$ cat config.mk
export PLATFORM = sky130hd
export DESIGN_NAME = esbsr_status_regs
export DESIGN_NICKNAME = d
export VERILOG_FILES = /design/src/rtl/esbsr_pkg.sv /design/src/rtl/esbsr_status_regs.sv
export VERILOG_INCLUDE_DIRS = /design/src /design/src/rtl
export SDC_FILE = /design/constraint.sdc
export NUM_CORES = 1
export LEC_CHECK = 0
export ABC_AREA = 1
export BUFFER_PORTS_ARGS = -buffer_cell sky130_fd_sc_hd__buf_2
export CAP_MARGIN = 15
export CORE_MARGIN = 3
export CORE_UTILIZATION = 25
export DETAILED_ROUTE_END_ITERATION = 10
export PLACE_DENSITY_LB_ADDON = 0.3
export SLEW_MARGIN = 0
export SYNTH_ARGS = -nofsm -noshare
export SYNTH_HDL_FRONTEND = slang
export SYNTH_SLANG_ARGS = --single-unit
$ cat constraint.sdc
create_clock -name clk -period 2.95 [get_ports clk]
set_input_delay 0.4425 -clock clk [delete_from_list [all_inputs] [get_ports clk]]
set_output_delay 0.4425 -clock clk [all_outputs]
set_load 0.05 [all_outputs]
$ cat src/rtl/esbsr_map.svh
`ifndef ESBSR_MAP_SVH
`define ESBSR_MAP_SVH

// ----------------------------------------------------------------------
// register offsets (byte addresses)
// ----------------------------------------------------------------------
`define ESBSR_ADDR_W        5
`define ESBSR_STATUS_OFS    5'h00
`define ESBSR_ERROR_OFS     5'h04

// ----------------------------------------------------------------------
// status field positions
// ----------------------------------------------------------------------
`define ESBSR_ST_PFREE      0
`define ESBSR_ST_NPFREE     1
`define ESBSR_ST_VWFREE     2
`define ESBSR_ST_OOBFREE    3
`define ESBSR_ST_PAVAIL     4
`define ESBSR_ST_NPAVAIL    5
`define ESBSR_ST_VWAVAIL    6
`define ESBSR_ST_OOBAVAIL   7
`define ESBSR_ST_FCFREE     8
`define ESBSR_ST_FNPFREE    9
`define ESBSR_ST_FCAVAIL    12
`define ESBSR_ST_FNPAVAIL   13

// ----------------------------------------------------------------------
// error fields and reset values
// ----------------------------------------------------------------------
`define ESBSR_ERR_BITS      8
`define ESBSR_ERR_PUT_NFREE 4
`define ESBSR_ERR_RST       8'h00
`define ESBSR_RDATA_RST     32'h0000_0000
`define ESBSR_LANES_DEF     4
`define ESBSR_VW_DEPTH_DEF  8
`define ESBSR_VW_INDEX_DEF  8'h00

`endif

$ cat src/rtl/esbsr_pkg.sv
package esbsr_pkg;

    // one virtual wire fifo entry: group index and wire levels
    typedef struct packed {
        logic [7:0] index;
        logic [7:0] data;
    } esbsr_vw_entry_t;

    // channel fifo handshakes from the link engine
    typedef struct packed {
        logic posted_put;
        logic posted_drain;
        logic nonposted_put;
        logic nonposted_drain;
        logic vw_get;
    } esbsr_fifo_ev_t;

endpackage : esbsr_pkg

$ cat src/rtl/esbsr_status_regs.sv
// Operation
// - status at 0x0, w1c error at 0x4
// - status bit 0: posted fifo empty
// - status bit 1: nonposted fifo empty
// - fixed free bits one, fixed available bits zero
// - status bit 4: posted packet waiting
// - wire change queued; bit 6 while queued
// - link reset keeps fifo contents
// - data bus two or four lanes
// - error bits 0-7 latch, write one clears
`timescale 1ns/10ps
`include "esbsr_map.svh"

module esbsr_status_regs
    import esbsr_pkg::*;
#(
    parameter int         LANES    = `ESBSR_LANES_DEF,
    parameter int         VW_DEPTH = `ESBSR_VW_DEPTH_DEF,
    parameter logic [7:0] VW_INDEX = `ESBSR_VW_INDEX_DEF
) (
    input  wire logic                      clk,
    input  wire logic                      arst_n,
    input  wire logic                      reg_write,
    input  wire logic                      reg_read,
    input  wire logic [`ESBSR_ADDR_W-1:0]  reg_address,
    input  wire logic [31:0]               reg_writedata,
    output logic      [31:0]               reg_readdata,
    input  wire logic                      espi_clk,
    input  wire logic                      espi_reset_n,
    input  wire logic                      espi_cs_n,
    input  wire logic [LANES-1:0]          espi_data_in,
    output logic      [LANES-1:0]          espi_data_out,
    output logic      [LANES-1:0]          espi_data_oe,
    output logic                           espi_alert_n,
    input  wire esbsr_fifo_ev_t            fifo_ev,
    input  wire logic [7:0]                vw_wires,
    output esbsr_vw_entry_t                vw_head,
    input  wire logic [`ESBSR_ERR_BITS-1:0] err_event
);

    localparam int PW = (VW_DEPTH > 1) ? $clog2(VW_DEPTH) : 1;
    localparam int CW = $clog2(VW_DEPTH + 1);

    // ------------------------------------------------------------------
    // status word assembly
    // ------------------------------------------------------------------
    function automatic logic [31:0] build_status(
        input logic pfree,
        input logic npfree,
        input logic pavail,
        input logic vwavail
    );
        logic [31:0] s;
        s = 32'h0000_0000;
        s[`ESBSR_ST_PFREE]    = pfree;
        s[`ESBSR_ST_NPFREE]   = npfree;
        s[`ESBSR_ST_PAVAIL]   = pavail;
        s[`ESBSR_ST_VWAVAIL]  = vwavail;
        s[`ESBSR_ST_VWFREE]   = 1'b1;
        s[`ESBSR_ST_OOBFREE]  = 1'b1;
        s[`ESBSR_ST_FCFREE]   = 1'b1;
        s[`ESBSR_ST_FNPFREE]  = 1'b1;
        s[`ESBSR_ST_NPAVAIL]  = 1'b0;
        s[`ESBSR_ST_OOBAVAIL] = 1'b0;
        s[`ESBSR_ST_FCAVAIL]  = 1'b0;
        s[`ESBSR_ST_FNPAVAIL] = 1'b0;
        return s;
    endfunction : build_status

    // ------------------------------------------------------------------
    // link pin synchronisers
    // ------------------------------------------------------------------
    logic [2:0] cs_sync_reg,  cs_sync_next;
    logic [2:0] lrst_sync_reg, lrst_sync_next;
    logic [2:0] lclk_sync_reg, lclk_sync_next;
    logic       cs_n_reg,     cs_n_next;
    logic       lrst_n_reg,   lrst_n_next;

    always_comb begin
        cs_sync_next   = {cs_sync_reg[1:0], espi_cs_n};
        lrst_sync_next = {lrst_sync_reg[1:0], espi_reset_n};
        lclk_sync_next = {lclk_sync_reg[1:0], espi_clk};
        cs_n_next      = cs_n_reg;
        lrst_n_next    = lrst_n_reg;
        if (cs_sync_reg[1] == cs_sync_reg[2]) begin
            cs_n_next = cs_sync_reg[2];
        end
        if (lrst_sync_reg[1] == lrst_sync_reg[2]) begin
            lrst_n_next = lrst_sync_reg[2];
        end
    end

    always_ff @(posedge clk or negedge arst_n) begin
        if (!arst_n) begin
            cs_sync_reg   <= 3'h7;
            lrst_sync_reg <= 3'h0;
            lclk_sync_reg <= 3'h0;
            cs_n_reg      <= 1'b1;
            lrst_n_reg    <= 1'b0;
        end else begin
            cs_sync_reg   <= cs_sync_next;
            lrst_sync_reg <= lrst_sync_next;
            lclk_sync_reg <= lclk_sync_next;
            cs_n_reg      <= cs_n_next;
            lrst_n_reg    <= lrst_n_next;
        end
    end

    // ------------------------------------------------------------------
    // channel 0 packet fifos and channel 1 virtual wire fifo
    // ------------------------------------------------------------------
    esbsr_vw_entry_t vw_mem [VW_DEPTH];
    logic [PW-1:0]   vw_wp_reg,   vw_wp_next;
    logic [PW-1:0]   vw_rp_reg,   vw_rp_next;
    logic [CW-1:0]   vw_cnt_reg,  vw_cnt_next;
    logic [7:0]      vw_last_reg, vw_last_next;
    logic            pc_occ_reg,  pc_occ_next;
    logic            np_occ_reg,  np_occ_next;
    logic            vw_push;
    logic            vw_pop;
    logic            vw_full;
    logic            put_nfree;

    always_comb begin
        vw_full   = (vw_cnt_reg == CW'(VW_DEPTH));
        vw_push   = (vw_wires != vw_last_reg) && !vw_full;
        vw_pop    = fifo_ev.vw_get && (vw_cnt_reg != '0);
        put_nfree = (fifo_ev.posted_put && pc_occ_reg)
                  || (fifo_ev.nonposted_put && np_occ_reg);
        // posted occupancy, put wins over drain
        pc_occ_next = (pc_occ_reg && !fifo_ev.posted_drain)
                    || fifo_ev.posted_put;
        np_occ_next = (np_occ_reg && !fifo_ev.nonposted_drain)
                    || fifo_ev.nonposted_put;
        vw_last_next = vw_push ? vw_wires : vw_last_reg;
        vw_wp_next   = vw_wp_reg;
        vw_rp_next   = vw_rp_reg;
        if (vw_push) begin
            vw_wp_next = (vw_wp_reg == PW'(VW_DEPTH - 1)) ? '0
                       : PW'(vw_wp_reg + 1'b1);
        end
        if (vw_pop) begin
            vw_rp_next = (vw_rp_reg == PW'(VW_DEPTH - 1)) ? '0
                       : PW'(vw_rp_reg + 1'b1);
        end
        vw_cnt_next = CW'(vw_cnt_reg + CW'(vw_push) - CW'(vw_pop));
    end

    // only the bridge reset empties the fifos
    always_ff @(posedge clk or negedge arst_n) begin
        if (!arst_n) begin
            vw_wp_reg   <= '0;
            vw_rp_reg   <= '0;
            vw_cnt_reg  <= '0;
            vw_last_reg <= 8'h00;
            pc_occ_reg  <= 1'b0;
            np_occ_reg  <= 1'b0;
        end else begin
            vw_wp_reg   <= vw_wp_next;
            vw_rp_reg   <= vw_rp_next;
            vw_cnt_reg  <= vw_cnt_next;
            vw_last_reg <= vw_last_next;
            pc_occ_reg  <= pc_occ_next;
            np_occ_reg  <= np_occ_next;
        end
    end

    always_ff @(posedge clk) begin
        if (vw_push) begin
            vw_mem[vw_wp_reg] <= '{index: VW_INDEX, data: vw_wires};
        end
    end

    // ------------------------------------------------------------------
    // register port
    // ------------------------------------------------------------------
    logic [`ESBSR_ERR_BITS-1:0] err_reg, err_next;
    logic [31:0]                rdata_next;
    logic [31:0]                status_word;
    logic                       alert_n_next;
    esbsr_vw_entry_t            head_next;

    always_comb begin
        status_word = build_status(!pc_occ_reg, !np_occ_reg, pc_occ_reg,
                                   vw_cnt_reg != '0);
        // latch, set wins over write-one clear
        err_next = err_reg;
        if (reg_write && reg_address == `ESBSR_ERROR_OFS) begin
            err_next = err_reg & ~reg_writedata[`ESBSR_ERR_BITS-1:0];
        end
        err_next = err_next | err_event;
        err_next[`ESBSR_ERR_PUT_NFREE] = err_next[`ESBSR_ERR_PUT_NFREE]
                                       | put_nfree;
        rdata_next = reg_readdata;
        if (reg_read) begin
            case (reg_address)
                `ESBSR_STATUS_OFS: rdata_next = status_word;
                `ESBSR_ERROR_OFS:  rdata_next = {24'h00_0000, err_reg};
                default:           rdata_next = 32'h0000_0000;
            endcase
        end
        alert_n_next = !(lrst_n_reg && cs_n_reg
                         && (pc_occ_reg || vw_cnt_reg != '0));
        head_next    = (vw_cnt_reg != '0) ? vw_mem[vw_rp_reg] : '0;
    end

    always_ff @(posedge clk or negedge arst_n) begin
        if (!arst_n) begin
            err_reg       <= `ESBSR_ERR_RST;
            reg_readdata  <= `ESBSR_RDATA_RST;
            espi_alert_n  <= 1'b1;
            vw_head       <= '0;
            espi_data_out <= '0;
            espi_data_oe  <= '0;
        end else begin
            err_reg       <= err_next;
            reg_readdata  <= rdata_next;
            espi_alert_n  <= alert_n_next;
            vw_head       <= head_next;
            // lanes are never driven here; data out and enable held at zero
            espi_data_out <= '0;
            espi_data_oe  <= '0;
        end
    end
endmodule : esbsr_status_regs

# After elaboration in Yosys (flattened, before gate mapping)
# Memory sizes are Yosys's and may differ from the RTL's.
# Index checks and enable logic that the tools add are counted.
# classes
reduce_logical,21
n_eq_ne,7
add_sub_neg,4
mux,7
bitwise_logic,4
# op_table
cell,count
10-bit one-hot mux with 2 select lines,1
16-bit 2-to-1 mux,1
1-bit logical AND,9
8-bit AND,1
8-bit 2-to-1 mux,1
8-bit != test,1
8-bit inverter,1
8-bit bitwise OR,1
"3-bit by 1-bit adder with 3-bit output, second input constant",2
"3-bit == test, second input constant",2
1-bit zero test,6
3-bit 2-to-1 mux,2
"5-bit by 3-bit == test with 1-bit output, second input constant",1
5-bit zero test,1
4-bit by 1-bit adder with 4-bit output,1
"4-bit == test, second input constant",1
1-bit logical OR,4
4-bit nonzero test,1
4-bit by 1-bit subtractor with 4-bit output,1
1-bit == test,2
1-bit 2-to-1 mux,2
1-bit bitwise OR,1
# word_totals
reg_bits,85
word_cells,59
input_bits,69
output_inout_bits,57
mem_bits_rw,64
n_memories,1
# mem_list
memory,words,word_bits,rd,rd_clocked_by_memory_dff,write_ports,line_no,text
vw_mem,8,8,1,0,1,esbsr_status_regs.sv:112,esbsr_vw_entry_t vw_mem [VW_DEPTH];

# Depth between registers and ports, before layout
# Gate-level depths: netlist (run 1).
# logic_depth
depth_word,5
mapped_depth,14

# Worst setup path before layout (run 1)
# OpenSTA, ideal clock, no wires.
# synth_path
kind,in2reg
start,input port vw_wires[1]
end,register vw_cnt_reg[2]
slack_ns,0.907
setup_ns,0.124
t_arrival_ns,1.919
path_buffers,1
path_stages,13
required_ns,2.826
path_cell_list,inv_1 nand2_1 nand2_1 nand2_1 nor2_2 nand2_2 nand2_2 buf_6 ha_1 inv_1 ha_1 fa_1 xor2_1
# synth_via
elab_chain_len,4
# synth_rtl
item,line_no,text
"start, declared",esbsr_status_regs.sv:36,"input wire logic [7:0] vw_wires,"
8-bit != test,esbsr_status_regs.sv:126,vw_push = (vw_wires != vw_last_reg) && !vw_full;
1-bit logical AND,esbsr_status_regs.sv:126,
4-bit by 1-bit adder with 4-bit output,esbsr_status_regs.sv:146,vw_cnt_next = CW'(vw_cnt_reg + CW'(vw_push) - CW'(vw_pop));
4-bit by 1-bit subtractor with 4-bit output,esbsr_status_regs.sv:146,
named net vw_cnt_next[2],esbsr_status_regs.sv:115,"logic [CW-1:0] vw_cnt_reg, vw_cnt_next;"
"end signal, assigned",esbsr_status_regs.sv:161,vw_cnt_reg <= vw_cnt_next;
"end, declared",esbsr_status_regs.sv:115,
# The timed path passes the listed nets, and every way through them passes these cells.
# A chain may end at the register's enable or synchronous reset.

# Worst setup path after layout (run 1)
# layout_path
start,register vw_cnt_reg[2]
end,register vw_cnt_reg[2]
# layout_via
elab_cells_between_ends,7
# layout_rtl
item,line_no,text
4-bit nonzero test,esbsr_status_regs.sv:127,vw_pop = fifo_ev.vw_get && (vw_cnt_reg != '0);
1-bit logical AND,esbsr_status_regs.sv:127,
named net vw_pop,esbsr_status_regs.sv:120,logic vw_pop;
4-bit by 1-bit subtractor with 4-bit output,esbsr_status_regs.sv:146,
named net vw_cnt_next[2],esbsr_status_regs.sv:115,
# The timed path passes the listed nets, and every way through them passes these cells.

==> impl_results.md, run 1 <==
* Global-route wire length before repair at 17900 µm
* Switching part of the total at 0.370
* Combinational share of power at 0.308
* P per Cell Area at 989 nW/µm²
* Post-CTS Setup Repair Bufs at 0
* Crit-path max cell delay at 0.39 ns
* Psw at 0.00226 W
* Commonest non-fill, non-tap cells in the layout: nor2_1 (92), edfxtp_1 (64), nand2_1 (58), buf_2 (58), o21ai_0 (51)
* R2R Setup Slk at 0.61 ns
* Max-slew violation count at 0
* Gate Count Post-Synth at 484
* Startpoint types: flip-flop
* Sequential area share after synthesis at 0.630
* CP max stage cell: fa_1
* Synth cell types at 30
* Final period demand of the worst path at 2.34 ns
* Flop and latch count out of synthesis at 118
* Final hold slack at 0.0612 ns
* Metal2 WL at 5480 µm
* Drt first-iter violations at 211
* Vias post-DR at 3447
* Buffers on Ports at 58
* Area after DPL at 5660 µm²
* Layout area overhead at 18.8%
* TritonRoute pass-1 iters at 5
* Num CTS Buffers at 17
* Tot Pwr at 0.00611 W
* Gr usage total at 0.107
* WS Path Type: flip-flop to flip-flop
* Setup TNS Final at 0 ns
* DPL Wire Length at 7590 µm
* M1 WL at 5120 µm
* Syn Area/Cell at 10.8 µm²
* Commonest non-fill, non-tap cell in the layout: nor2_1
* Routed len/inst at 13.6 µm
* Clock buffer depth at 2
* TritonCTS Sinks at 118
* Initial Util at 0.256
* CP arrival at 2.63 ns
* Vias in the first global route at 3361
* Reg power frac at 0.396
* # rows at 52
* Top flop regs: vw_mem x64, reg_readdata x9
* Post-DR vias/cell at 4.11
* Die width at 150 µm
* Clock-pin transition on the worst setup and hold timing paths at 0.06 ns
* GRT Residual Overflow at 0
* Clk network pwr share at 0.297
* Hold Path Class: input pin to async pin
* CTS H-Tree Depth at 4
* Post-CTS sizing at 0
* Final Skew at 0.00860 ns
* Setup-failing EPs final at 0
* ANT cells at 0
* DRT antenna net count at 0
* Met3 Wirelength at 695 µm
* Largest net degree at the start of global routing at 36
* Final Hold Viols at 0
* Max-slew headroom at 0.549
* DRC Markers at 0
* CTS tree: built
* Crit-path cells: inv_1, ha_1, nor3b_2, buf_4, nor2_1, ha_1, inv_1, ha_1, fa_1, xor2_1
* Io pins at 126
* Placed cells at 807
* RSZ-0062 raised after global routing: false
* Crit-path max FO at 6
* Initial antenna violation count at 0
* CP Capture Type: flip-flop
* Final #Nets at 636
* Post-CTS Hold Fix Bufs at 0
* Most frequent CP cell: ha_1
* Largest Register: vw_mem
* Fill cell count at 2104
* F_max at 427 MHz
* Storage element area at 3280 µm²
* Synth warnings at 0
* Total die area at 22600 µm²
* Routed wire length at 11400 µm
* Internal at 0.00385 W
* Area of the multi-input gates at 1540 µm²
* CP required at 3.24 ns
* Mapped cell area at 5200 µm²
* Clock root buffer master: clkbuf_16
* VDD IR max at 0.436 mV
* Post-route cell area at 6180 µm²
* Fin cells at 839
* P_leak at 2.61 nW
* RD Place Congestion at 0.716
* Max Cap Viol at 0
* Latest clock arrival within the worst-skew pair at 0.41 ns
* Die span in y at 150 µm
* Core Box Area at 20400 µm²
* Tcrit/Tclk final at 0.795
* Status: finished, final reports clean
* Layout cells sized above 1 at 0.200
* Slew @ Worst Pin at 0.677 ns
* Largest register FFs at 64
* Highest Signal Layer: met4
-- power by group through the flow --
stage | Sequential (W) | Combinational (W) | Clock, W
floorplan | 0.00260 | 0.00126 | 0
global placement | 0.00244 | 0.00186 | 0
detailed placement | 0.00246 | 0.00191 | 0
CTS | 0.00243 | 0.00192 | 0.00187
global route | 0.00247 | 0.00212 | 0.00195
finish | 0.00242 | 0.00188 | 0.00181
-- metal layers --
metal | vias up | global-route usage
met2 | 106 | 0.170
li1 | 1686 | -
met5 | - | 0
met1 | 1646 | 0.136
met4 | 0 | 0.0453
met3 | 9 | 0.0301
-- logic make-up (layout without fill, tap and decap cells) --
family	Yosys count	count (layout)	share of synthesized area
simple gates	183	183	0.142
flops	118	118	0.630
buf+inv	82	130	0.101
compound gates	80	80	0.0825
fa+ha+maj	13	13	0.0317
xor+xnor	7	7	0.0118
other cells	1	38	0.000721
-- final timing paths --
check                                  from               end  depth (start not counted)
max in group asynchronous            arst_n      espi_alert_n                          2
max                           vw_cnt_reg[2]     vw_cnt_reg[2]                         10
min reg2reg                lrst_sync_reg[0]  lrst_sync_reg[1]                          0
max reg2reg                   vw_cnt_reg[2]     vw_cnt_reg[2]                         10
min                                  arst_n    vw_last_reg[7]                          1
min in group clk                  espi_cs_n    cs_sync_reg[0]                          1
-- metrics by stage --
step / setup WS, ns / utilization
after floorplan: 0.907 / -
after global placement: 0.545 / 0.278
after detailed placement: 0.512 / 0.278
after CTS: 0.578 / 0.304
after global routing: 0.449 / 0.304
final: 0.606 / 0.304
-- layout make-up --
type,instances,share of cell area
repair buffers,73,0.0652
inverters,25,0.0156
clock buffers,18,0.0710
well taps,270,0.0546
multi-input cells,321,0.249
flip-flops and latches,118,0.530
clock inverters,14,0.0142
-- cells in the mapped netlist --
cell type | n | area [µm²]
nor3b_2 | 1 | 12.5
nand3_1 | 28 | 140
buf_6 | 6 | 67.6
xor2_1 | 1 | 8.76
o21ai_1 | 12 | 60.1
xnor2_1 | 6 | 52.6
nand2_1 | 58 | 218
fa_1 | 1 | 20.0
o21ai_0 | 51 | 255
dfrtp_1 | 49 | 1230
inv_4 | 1 | 6.26
inv_1 | 23 | 86.3
clkbuf_1 | 1 | 3.75
edfxtp_1 | 64 | 1920
maj3_1 | 2 | 20.0
ha_1 | 10 | 125
nor2_2 | 1 | 6.26
a21oi_1 | 6 | 30.0
buf_1 | 1 | 3.75
o211ai_1 | 1 | 7.51
a21o_1 | 7 | 52.6
dfstp_2 | 5 | 131
o21bai_1 | 2 | 15.0
inv_2 | 1 | 3.75
buf_4 | 43 | 323
buf_2 | 6 | 30.0
conb_1 | 1 | 3.75
nand2_2 | 3 | 18.8
a221oi_1 | 1 | 8.76
nor2_1 | 92 | 345
-- critical path: cells and delay by family, from the launching register on --
kind,cells,cell delay [ns]
xor+xnor,1,0.17
flops,1,0.32
buf+inv,3,0.26
simple gates,2,0.52
fa+ha+maj,4,0.97
Note: power is estimated with default switching activity, not from simulation.
==> inputs of run 2 (changes only) <==
clock period = 2 ns   (was 2.95 ns; I/O delays follow)
==> run 2 against run 1 <==
Combinational power is 57% higher. Critical endpoint unchanged. Core utilization grew 1.2 points. Largest power group unchanged. Setup slack worse by 0.57 ns. Clock power up 71%. Routed wire length rose by 1.8%. Non-clock buffer count increased by 13. Die area stayed put. Cell count rose by 1.5%. Sequential share of layout area is 2.0 points lower.
==> impl_results.md, run 2 (same netlist as run 1, synthesis figures left out) <==
* Commonest non-fill, non-tap cell in the layout: nor2_1 (unchanged)
* Internal at 0.00623 W (was 0.00385 W)
* Tcrit/Tclk final at 0.984 (was 0.795)
* Vias post-DR at 3555 (was 3447)
* Layout cells sized above 1 at 0.232 (was 0.200)
* VDD IR max at 0.685 mV (was 0.436 mV)
* Top flop regs: vw_mem x64, reg_readdata x9 (unchanged)
* Fill cell count at 2059 (was 2104)
* Initial antenna violation count at 0 (unchanged)
* Slew @ Worst Pin at 0.654 ns (was 0.677 ns)
* Clock-pin transition on the worst setup and hold timing paths at 0.05 ns (was 0.06 ns)
* Final Core Density at 0.316 (was 0.304)
* CP Capture Type: flip-flop (unchanged)
* P_leak at 2.70 nW (was 2.61 nW)
* Hold Path Class: input pin to flip-flop (was input pin to async pin)
* Crit-path max cell delay at 0.37 ns (was 0.39 ns)
* Post-DR vias/cell at 4.17 (was 4.11)
* Core Box Area at 20400 µm² (unchanged)
* Gr usage total at 0.110 (was 0.107)
* Layout area overhead at 23.6% (was 18.8%)
* Final Hold Viols at 0 (unchanged)
* Final period demand of the worst path at 1.97 ns (was 2.34 ns)
* Status: finished, final reports clean (unchanged)
* Num CTS Buffers at 17 (unchanged)
* Latest clock arrival within the worst-skew pair at 0.41 ns (about the same)
* CP arrival at 2.26 ns (was 2.63 ns)
* Reg power frac at 0.369 (was 0.396)
* Setup-failing EPs final at 0 (unchanged)
* Most frequent CP cell: inv_2 (was ha_1)
* Crit-path cells: inv_2, ha_2, nor3b_4, nor2_2, ha_1, inv_2, ha_4, fa_2, xor2_1 (was inv_1, ha_1, nor3b_2, buf_4, nor2_1, ha_1, inv_1, ha_1, fa_1, xor2_1)
* Clock root buffer master: clkbuf_16 (unchanged)
* Commonest non-fill, non-tap cells in the layout: nor2_1 (82), edfxtp_1 (64), nand2_1 (58), buf_2 (58), o21ai_0 (51) (was nor2_1 (92), edfxtp_1 (64), nand2_1 (58), buf_2 (58), o21ai_0 (51))
* RD Place Congestion at 0.730 (was 0.716)
* Combinational share of power at 0.309 (was 0.308)
* Crit-path max FO at 3 (was 6)
* Tot Pwr at 0.00960 W (was 0.00611 W)
* Largest Register: vw_mem (unchanged)
* TritonRoute pass-1 iters at 5 (unchanged)
* F_max at 508 MHz (was 427 MHz)
* WS Path Type: flip-flop to flip-flop (unchanged)
* Clock buffer depth at 2 (unchanged)
* DRC Markers at 0 (unchanged)
* Startpoint types: flip-flop (unchanged)
* Final #Nets at 649 (was 636)
* Largest net degree at the start of global routing at 35 (was 36)
* Global-route wire length before repair at 18600 µm (was 17900 µm)
* CTS H-Tree Depth at 4 (unchanged)
* GRT Residual Overflow at 0 (unchanged)
* Clk network pwr share at 0.323 (was 0.297)
* Max-slew headroom at 0.564 (was 0.549)
* Final hold slack at 0.0728 ns (was 0.0612 ns)
* Switching part of the total at 0.351 (was 0.370)
* Largest register FFs at 64 (unchanged)
* Routed len/inst at 13.7 µm (was 13.6 µm)
* Io pins at 126 (unchanged)
* Psw at 0.00337 W (was 0.00226 W)
* CP max stage cell: dfrtp_1 (was fa_1)
* Initial Util at 0.256 (unchanged)
* CTS tree: built (unchanged)
* Max Cap Viol at 0 (unchanged)
* DPL Wire Length at 7780 µm (was 7590 µm)
* DRT antenna net count at 0 (unchanged)
* Die width at 150 µm (unchanged)
* Crit path buffers/inverters at 2 (was 3)
* Die span in y at 150 µm (unchanged)
* CP top delay family: adder cells (unchanged)
* Final Skew at 0.00900 ns (was 0.00860 ns)
* Vias in the first global route at 3554 (was 3361)
* Routed wire length at 11600 µm (was 11400 µm)
* Total die area at 22600 µm² (unchanged)
* Max-slew violation count at 0 (unchanged)
* TritonCTS Sinks at 118 (unchanged)
* Drt first-iter violations at 204 (was 211)
* Buffers on Ports at 58 (unchanged)
* # rows at 52 (unchanged)
* RSZ-0062 raised after global routing: true (was false)
* ANT cells at 0 (unchanged)
* P per Cell Area at 1490 nW/µm² (was 989 nW/µm²)
* CP required at 2.29 ns (was 3.24 ns)
-- run 2: cell count changes in the layout (fill, tap and decap cells not counted), sizes merged --
cell / before / now
buf: 73 / 83
bufinv: 0 / 4
clkinvlp: 4 / 1
dlygate4sd3: 0 / 3
clkbuf: 18 / 22
clkinv: 10 / 5
-- run 2: final cells by class --
type	instances	area (µm²)	share of cell area
multi-input combinational	321	1600	0.248
inverter	25	96.3	0.0150
clock buffer	22	444	0.0691
sequential	118	3280	0.510
timing repair buffer	86	520	0.0809
tap	270	338	0.0525
clock inverter	10	154	0.0239
-- run 2: worst reg2reg max path: stages (launching register included) --
cell     delay [ns]
dfrtp_1        0.37
inv_2          0.07
ha_2           0.17
nor3b_4        0.20
nor2_2         0.07
ha_1           0.28
inv_2          0.04
ha_4           0.15
fa_2           0.33
xor2_1         0.16
-- run 2: worst paths after layout --
| check | from | to | slack [ns] | cells after the start |
|---|---|---|---|---|
| worst min register to register | lrst_sync_reg[0] | lrst_sync_reg[1] | 0.35 | 0 |
| worst max-delay path | vw_cnt_reg[2] | vw_cnt_reg[2] | 0.03 | 9 |
| max in group asynchronous | arst_n | reg_readdata[8] | 0.96 | 3 |
| min in group asynchronous | arst_n | vw_cnt_reg[1] | 0.41 | 2 |
| worst min-delay path | err_event[5] | err_reg[5] | 0.07 | 2 |
| worst max register to register | vw_cnt_reg[2] | vw_cnt_reg[2] | 0.03 | 9 |
-- run 2: timing repair --
action,in CTS,in global routing
buffers inserted,4,2
hold buffers,3,0
pin swaps,2,4
gates resized for setup,8,8
endpoints found under the hold margin,18,0
setup endpoints to repair,58,34
cloned,0,0
-- run 2: power by group through the flow --
stage	registers, W	clock network, W	logic (W)
2_1_floorplan	0.00385	0	0.00188
3_3_place_gp	0.00356	0	0.00281
3_5_place_dp	0.00359	0	0.00288
4_1_cts	0.00354	0.00317	0.00296
5_1_grt	0.00361	0.00329	0.00335
6_report	0.00354	0.00310	0.00296
-- run 2: routing by layer --
layer,track usage,share of wire
met3,0.0337,0.063
met1,0.137,0.44
met4,0.0457,0.012
met2,0.176,0.48
met5,0,0
-- run 2: metrics by stage --
stage / worst slack [ns] / TNS [ns] / std cells / area (µm²)
after floorplan: 0.000485 / 0 / 521 / 5350
after global placement: -0.117 / -4.86 / 811 / 5710
after detailed placement: -0.185 / -5.94 / 811 / 5710
after CTS: 0.00391 / 0 / 850 / 6390
after global routing: -0.0599 / -0.113 / 852 / 6430
final: 0.0311 / 0 / 852 / 6430
==> inputs of run 3 (changes only) <==
CELL_PAD_IN_SITES_DETAIL_PLACEMENT = 1   (was default)
CELL_PAD_IN_SITES_GLOBAL_PLACEMENT = 1   (was default)
CTS_CLUSTER_SIZE = 24   (was default)
==> run 3 against run 2 <==
Worst hold slack gained 0.0074 ns. Largest power group unchanged. Sequential share of layout area shrank 0.15 points. Core utilization grew 0.092 points. Register-to-register slack is essentially flat. Sequential power grew 1%. Clock power shrank 2%. Power grew 0.45%. Flip-flop and latch count is the same. Critical path depth shrank 3. Highest routed layer is now met5.
==> impl_results.md, run 3 (same netlist as run 1, synthesis figures left out) <==
* ANT cells at 0 (unchanged)
* Crit-path cells: xnor2_1, nand2_1, nor2_2, nand2_2, nand2_4, nor2_1 (was inv_2, ha_2, nor3b_4, nor2_2, ha_1, inv_2, ha_4, fa_2, xor2_1)
* Startpoint types: flip-flop (unchanged)
* CP Capture Type: flip-flop (unchanged)
* Status: finished, final reports clean (unchanged)
* Layout cells sized above 1 at 0.239 (was 0.232)
* Combinational share of power at 0.312 (was 0.309)
* GR peak layer: met2 (unchanged)
* Clock-pin transition on the worst setup and hold timing paths at 0.06 ns (was 0.05 ns)
* Global-route wire length before repair at 20000 µm (was 18600 µm)
* Vias in the first global route at 3836 (was 3554)
* Initial Util at 0.256 (unchanged)
* Commonest non-fill, non-tap cells in the layout: nor2_1 (85), edfxtp_1 (64), buf_2 (58) (was nor2_1 (82), edfxtp_1 (64), nand2_1 (58), buf_2 (58), o21ai_0 (51))
* Crit-path max cell delay at 0.74 ns (was 0.37 ns)
* CP max stage cell: nor2_1 (was dfrtp_1)
* Max Cap Viol at 0 (unchanged)
* CP top delay family: simple AND/OR/NAND/NOR gates (was adder cells)
* DRT antenna net count at 0 (unchanged)
* R2r startpoint: vw_last_reg[2] (was vw_cnt_reg[2])
* Final Hold Viols at 0 (unchanged)
* Tcrit/Tclk final at 0.992 (was 0.984)
* P_leak at 2.71 nW (was 2.70 nW)
* FF-to-FF End: vw_mem[2][7] (was vw_cnt_reg[2])
* Setup TNS Final at 0 ns (unchanged)
* Layout area overhead at 23.9% (was 23.6%)
* Fin cells at 852 (unchanged)
* P per Cell Area at 1500 nW/µm² (was 1490 nW/µm²)
* Tot Pwr at 0.00964 W (was 0.00960 W)
* Num CTS Buffers at 17 (unchanged)
* Final Skew at 0.00693 ns (was 0.00900 ns)
* DPL Wire Length at 8500 µm (was 7780 µm)
* Latest clock arrival within the worst-skew pair at 0.40 ns (was 0.41 ns)
* Initial antenna violation count at 1 (was 0)
* Clk network pwr share at 0.317 (was 0.323)
* Psw at 0.00347 W (was 0.00337 W)
* Core Box Area at 20400 µm² (unchanged)
* F_max at 504 MHz (was 508 MHz)
* Met1 Resource Use GR at 0.138 (was 0.137)
* Top flop regs: vw_mem x64, reg_readdata x9 (unchanged)
* WS Path Type: flip-flop to flip-flop (unchanged)
* Internal at 0.00617 W (was 0.00623 W)
* Crit path buffers/inverters at 0 (was 2)
* Buffers on Ports at 58 (unchanged)
* Switching part of the total at 0.360 (was 0.351)
* Hold_sp: err_event[0] (was err_event[5])
* Placement Setup Slack at -0.186 ns (was -0.185 ns)
* CP arrival at 2.01 ns (was 2.26 ns)
* Io pins at 126 (unchanged)
* # rows at 52 (unchanged)
* Final Core Density at 0.317 (was 0.316)
* Post-DR vias/cell at 4.18 (was 4.17)
* Largest Register: vw_mem (unchanged)
* Hold EP: err_reg[0] (was err_reg[5])
* DRC Markers at 0 (unchanged)
* Clock root buffer master: clkbuf_16 (unchanged)
* GRT Residual Overflow at 0 (unchanged)
* GRT met2 Usage at 0.201 (was 0.176)
* Largest net degree at the start of global routing at 55 (was 35)
* Reg power frac at 0.371 (was 0.369)
* Routed len/inst at 14.9 µm (was 13.7 µm)
* Final #Nets at 649 (unchanged)
* TritonCTS Sinks at 118 (unchanged)
* Final Worst Setup Slack at 0.0166 ns (was 0.0311 ns)
* Max-slew headroom at 0.357 (was 0.564)
* Crit-path max FO at 8 (was 3)
* Clock buffer depth at 2 (unchanged)
* CTS tree: built (unchanged)
* R2R Setup Slk at 0.02 ns (was 0.03 ns)
* Routed wire length at 12700 µm (was 11600 µm)
* GR Layer Usage met3 at 0.0313 (was 0.0337)
* Hold Path Class: input pin to flip-flop (unchanged)
* Vias post-DR at 3562 (was 3555)
* Hold path depth at 2 (unchanged)
* Slew @ Worst Pin at 0.960 ns (was 0.654 ns)
* Setup-failing EPs final at 0 (unchanged)
* Die span in y at 150 µm (unchanged)
* Final period demand of the worst path at 1.98 ns (was 1.97 ns)
* Gr usage total at 0.117 (was 0.110)
* Drt first-iter violations at 116 (was 204)
* CTS H-Tree Depth at 4 (unchanged)
* Max-slew violation count at 0 (unchanged)
* VDD IR max at 0.627 mV (was 0.685 mV)
* Placed cells at 812 (was 811)
* TritonRoute pass-1 iters at 4 (was 5)
* CP required at 2.02 ns (was 2.29 ns)
* Largest register FFs at 64 (unchanged)
* Total die area at 22600 µm² (unchanged)
* Cells on worst reg2reg path at 6 (was 9)
* Commonest non-fill, non-tap cell in the layout: nor2_1 (unchanged)
* RSZ-0062 raised after global routing: true (unchanged)
* RD Place Congestion at 0.735 (was 0.730)
* Die width at 150 µm (unchanged)
## run 3: worst max-delay path by stage
stage / startpoint / cells past startpoint / end
final: vw_last_reg[2] / 6 / vw_mem[2][7]
after global routing: vw_last_reg[4] / 8 / vw_mem[3][7]
after CTS: vw_last_reg[4] / 8 / vw_mem[0][7]
after detailed placement: vw_wires[4] / 13 / vw_cnt_reg[2]
after global placement: vw_wires[1] / 13 / vw_cnt_reg[2]
after floorplan: vw_cnt_reg[2] / 9 / vw_cnt_reg[2]
## run 3: worst reg2reg max path: cells and delay by family, from the launching register on
| family | cells | cell delay (ns) |
|---|---|---|
| xor gates and xnor gates | 1 | 0.13 |
| DFF | 1 | 0.38 |
| and+or+nand+nor | 5 | 1.09 |
## run 3: repair_timing
action                                  in CTS  in global routing
endpoints found under the setup margin      66                 59
hold endpoints to repair                    51                  0
cloned                                       0                  1
setup buffers                                1                  3
gates resized for setup                      5                 10
pin swaps                                    0                  8
hold buffers                                 3                  0
## run 3: layer usage
layer / up-vias / share of wire
met5: - / 0.0016
met4: 2 / 0.016
met3: 15 / 0.034
met2: 75 / 0.51
met1: 1757 / 0.44
li1: 1713 / -
## run 3: stage by stage
| stage | cell area (µm²) | hold WS, ns |
|---|---|---|
| 4_1_cts | 6380 | 0.0593 |
| 5_1_grt | 6450 | 0.0582 |
| 3_3_place_gp | 5730 | 0.324 |
| 6_report | 6450 | 0.0803 |
| 2_1_floorplan | 5350 | 0.00441 |
| 3_5_place_dp | 5730 | 0.338 |
## run 3: final cells by class
| type | count | area (µm²) |
|---|---|---|
| clock buffers | 19 | 443 |
| clock inverters | 13 | 155 |
| fillers | 2260 | 13900 |
| inverters | 25 | 96.3 |
| multi-input cells | 322 | 1610 |
| flip-flops and latches | 118 | 3280 |
| well taps | 270 | 338 |
| repair buffers | 85 | 526 |
## run 3: power groups by stage
stage,Sequential [W],Combinational (W),Clock [W]
finish,0.00358,0.00301,0.00305
global placement,0.00359,0.00282,0
CTS,0.00358,0.00299,0.00314
floorplan,0.00385,0.00188,0
detailed placement,0.00363,0.00294,0
global route,0.00365,0.00342,0.00325
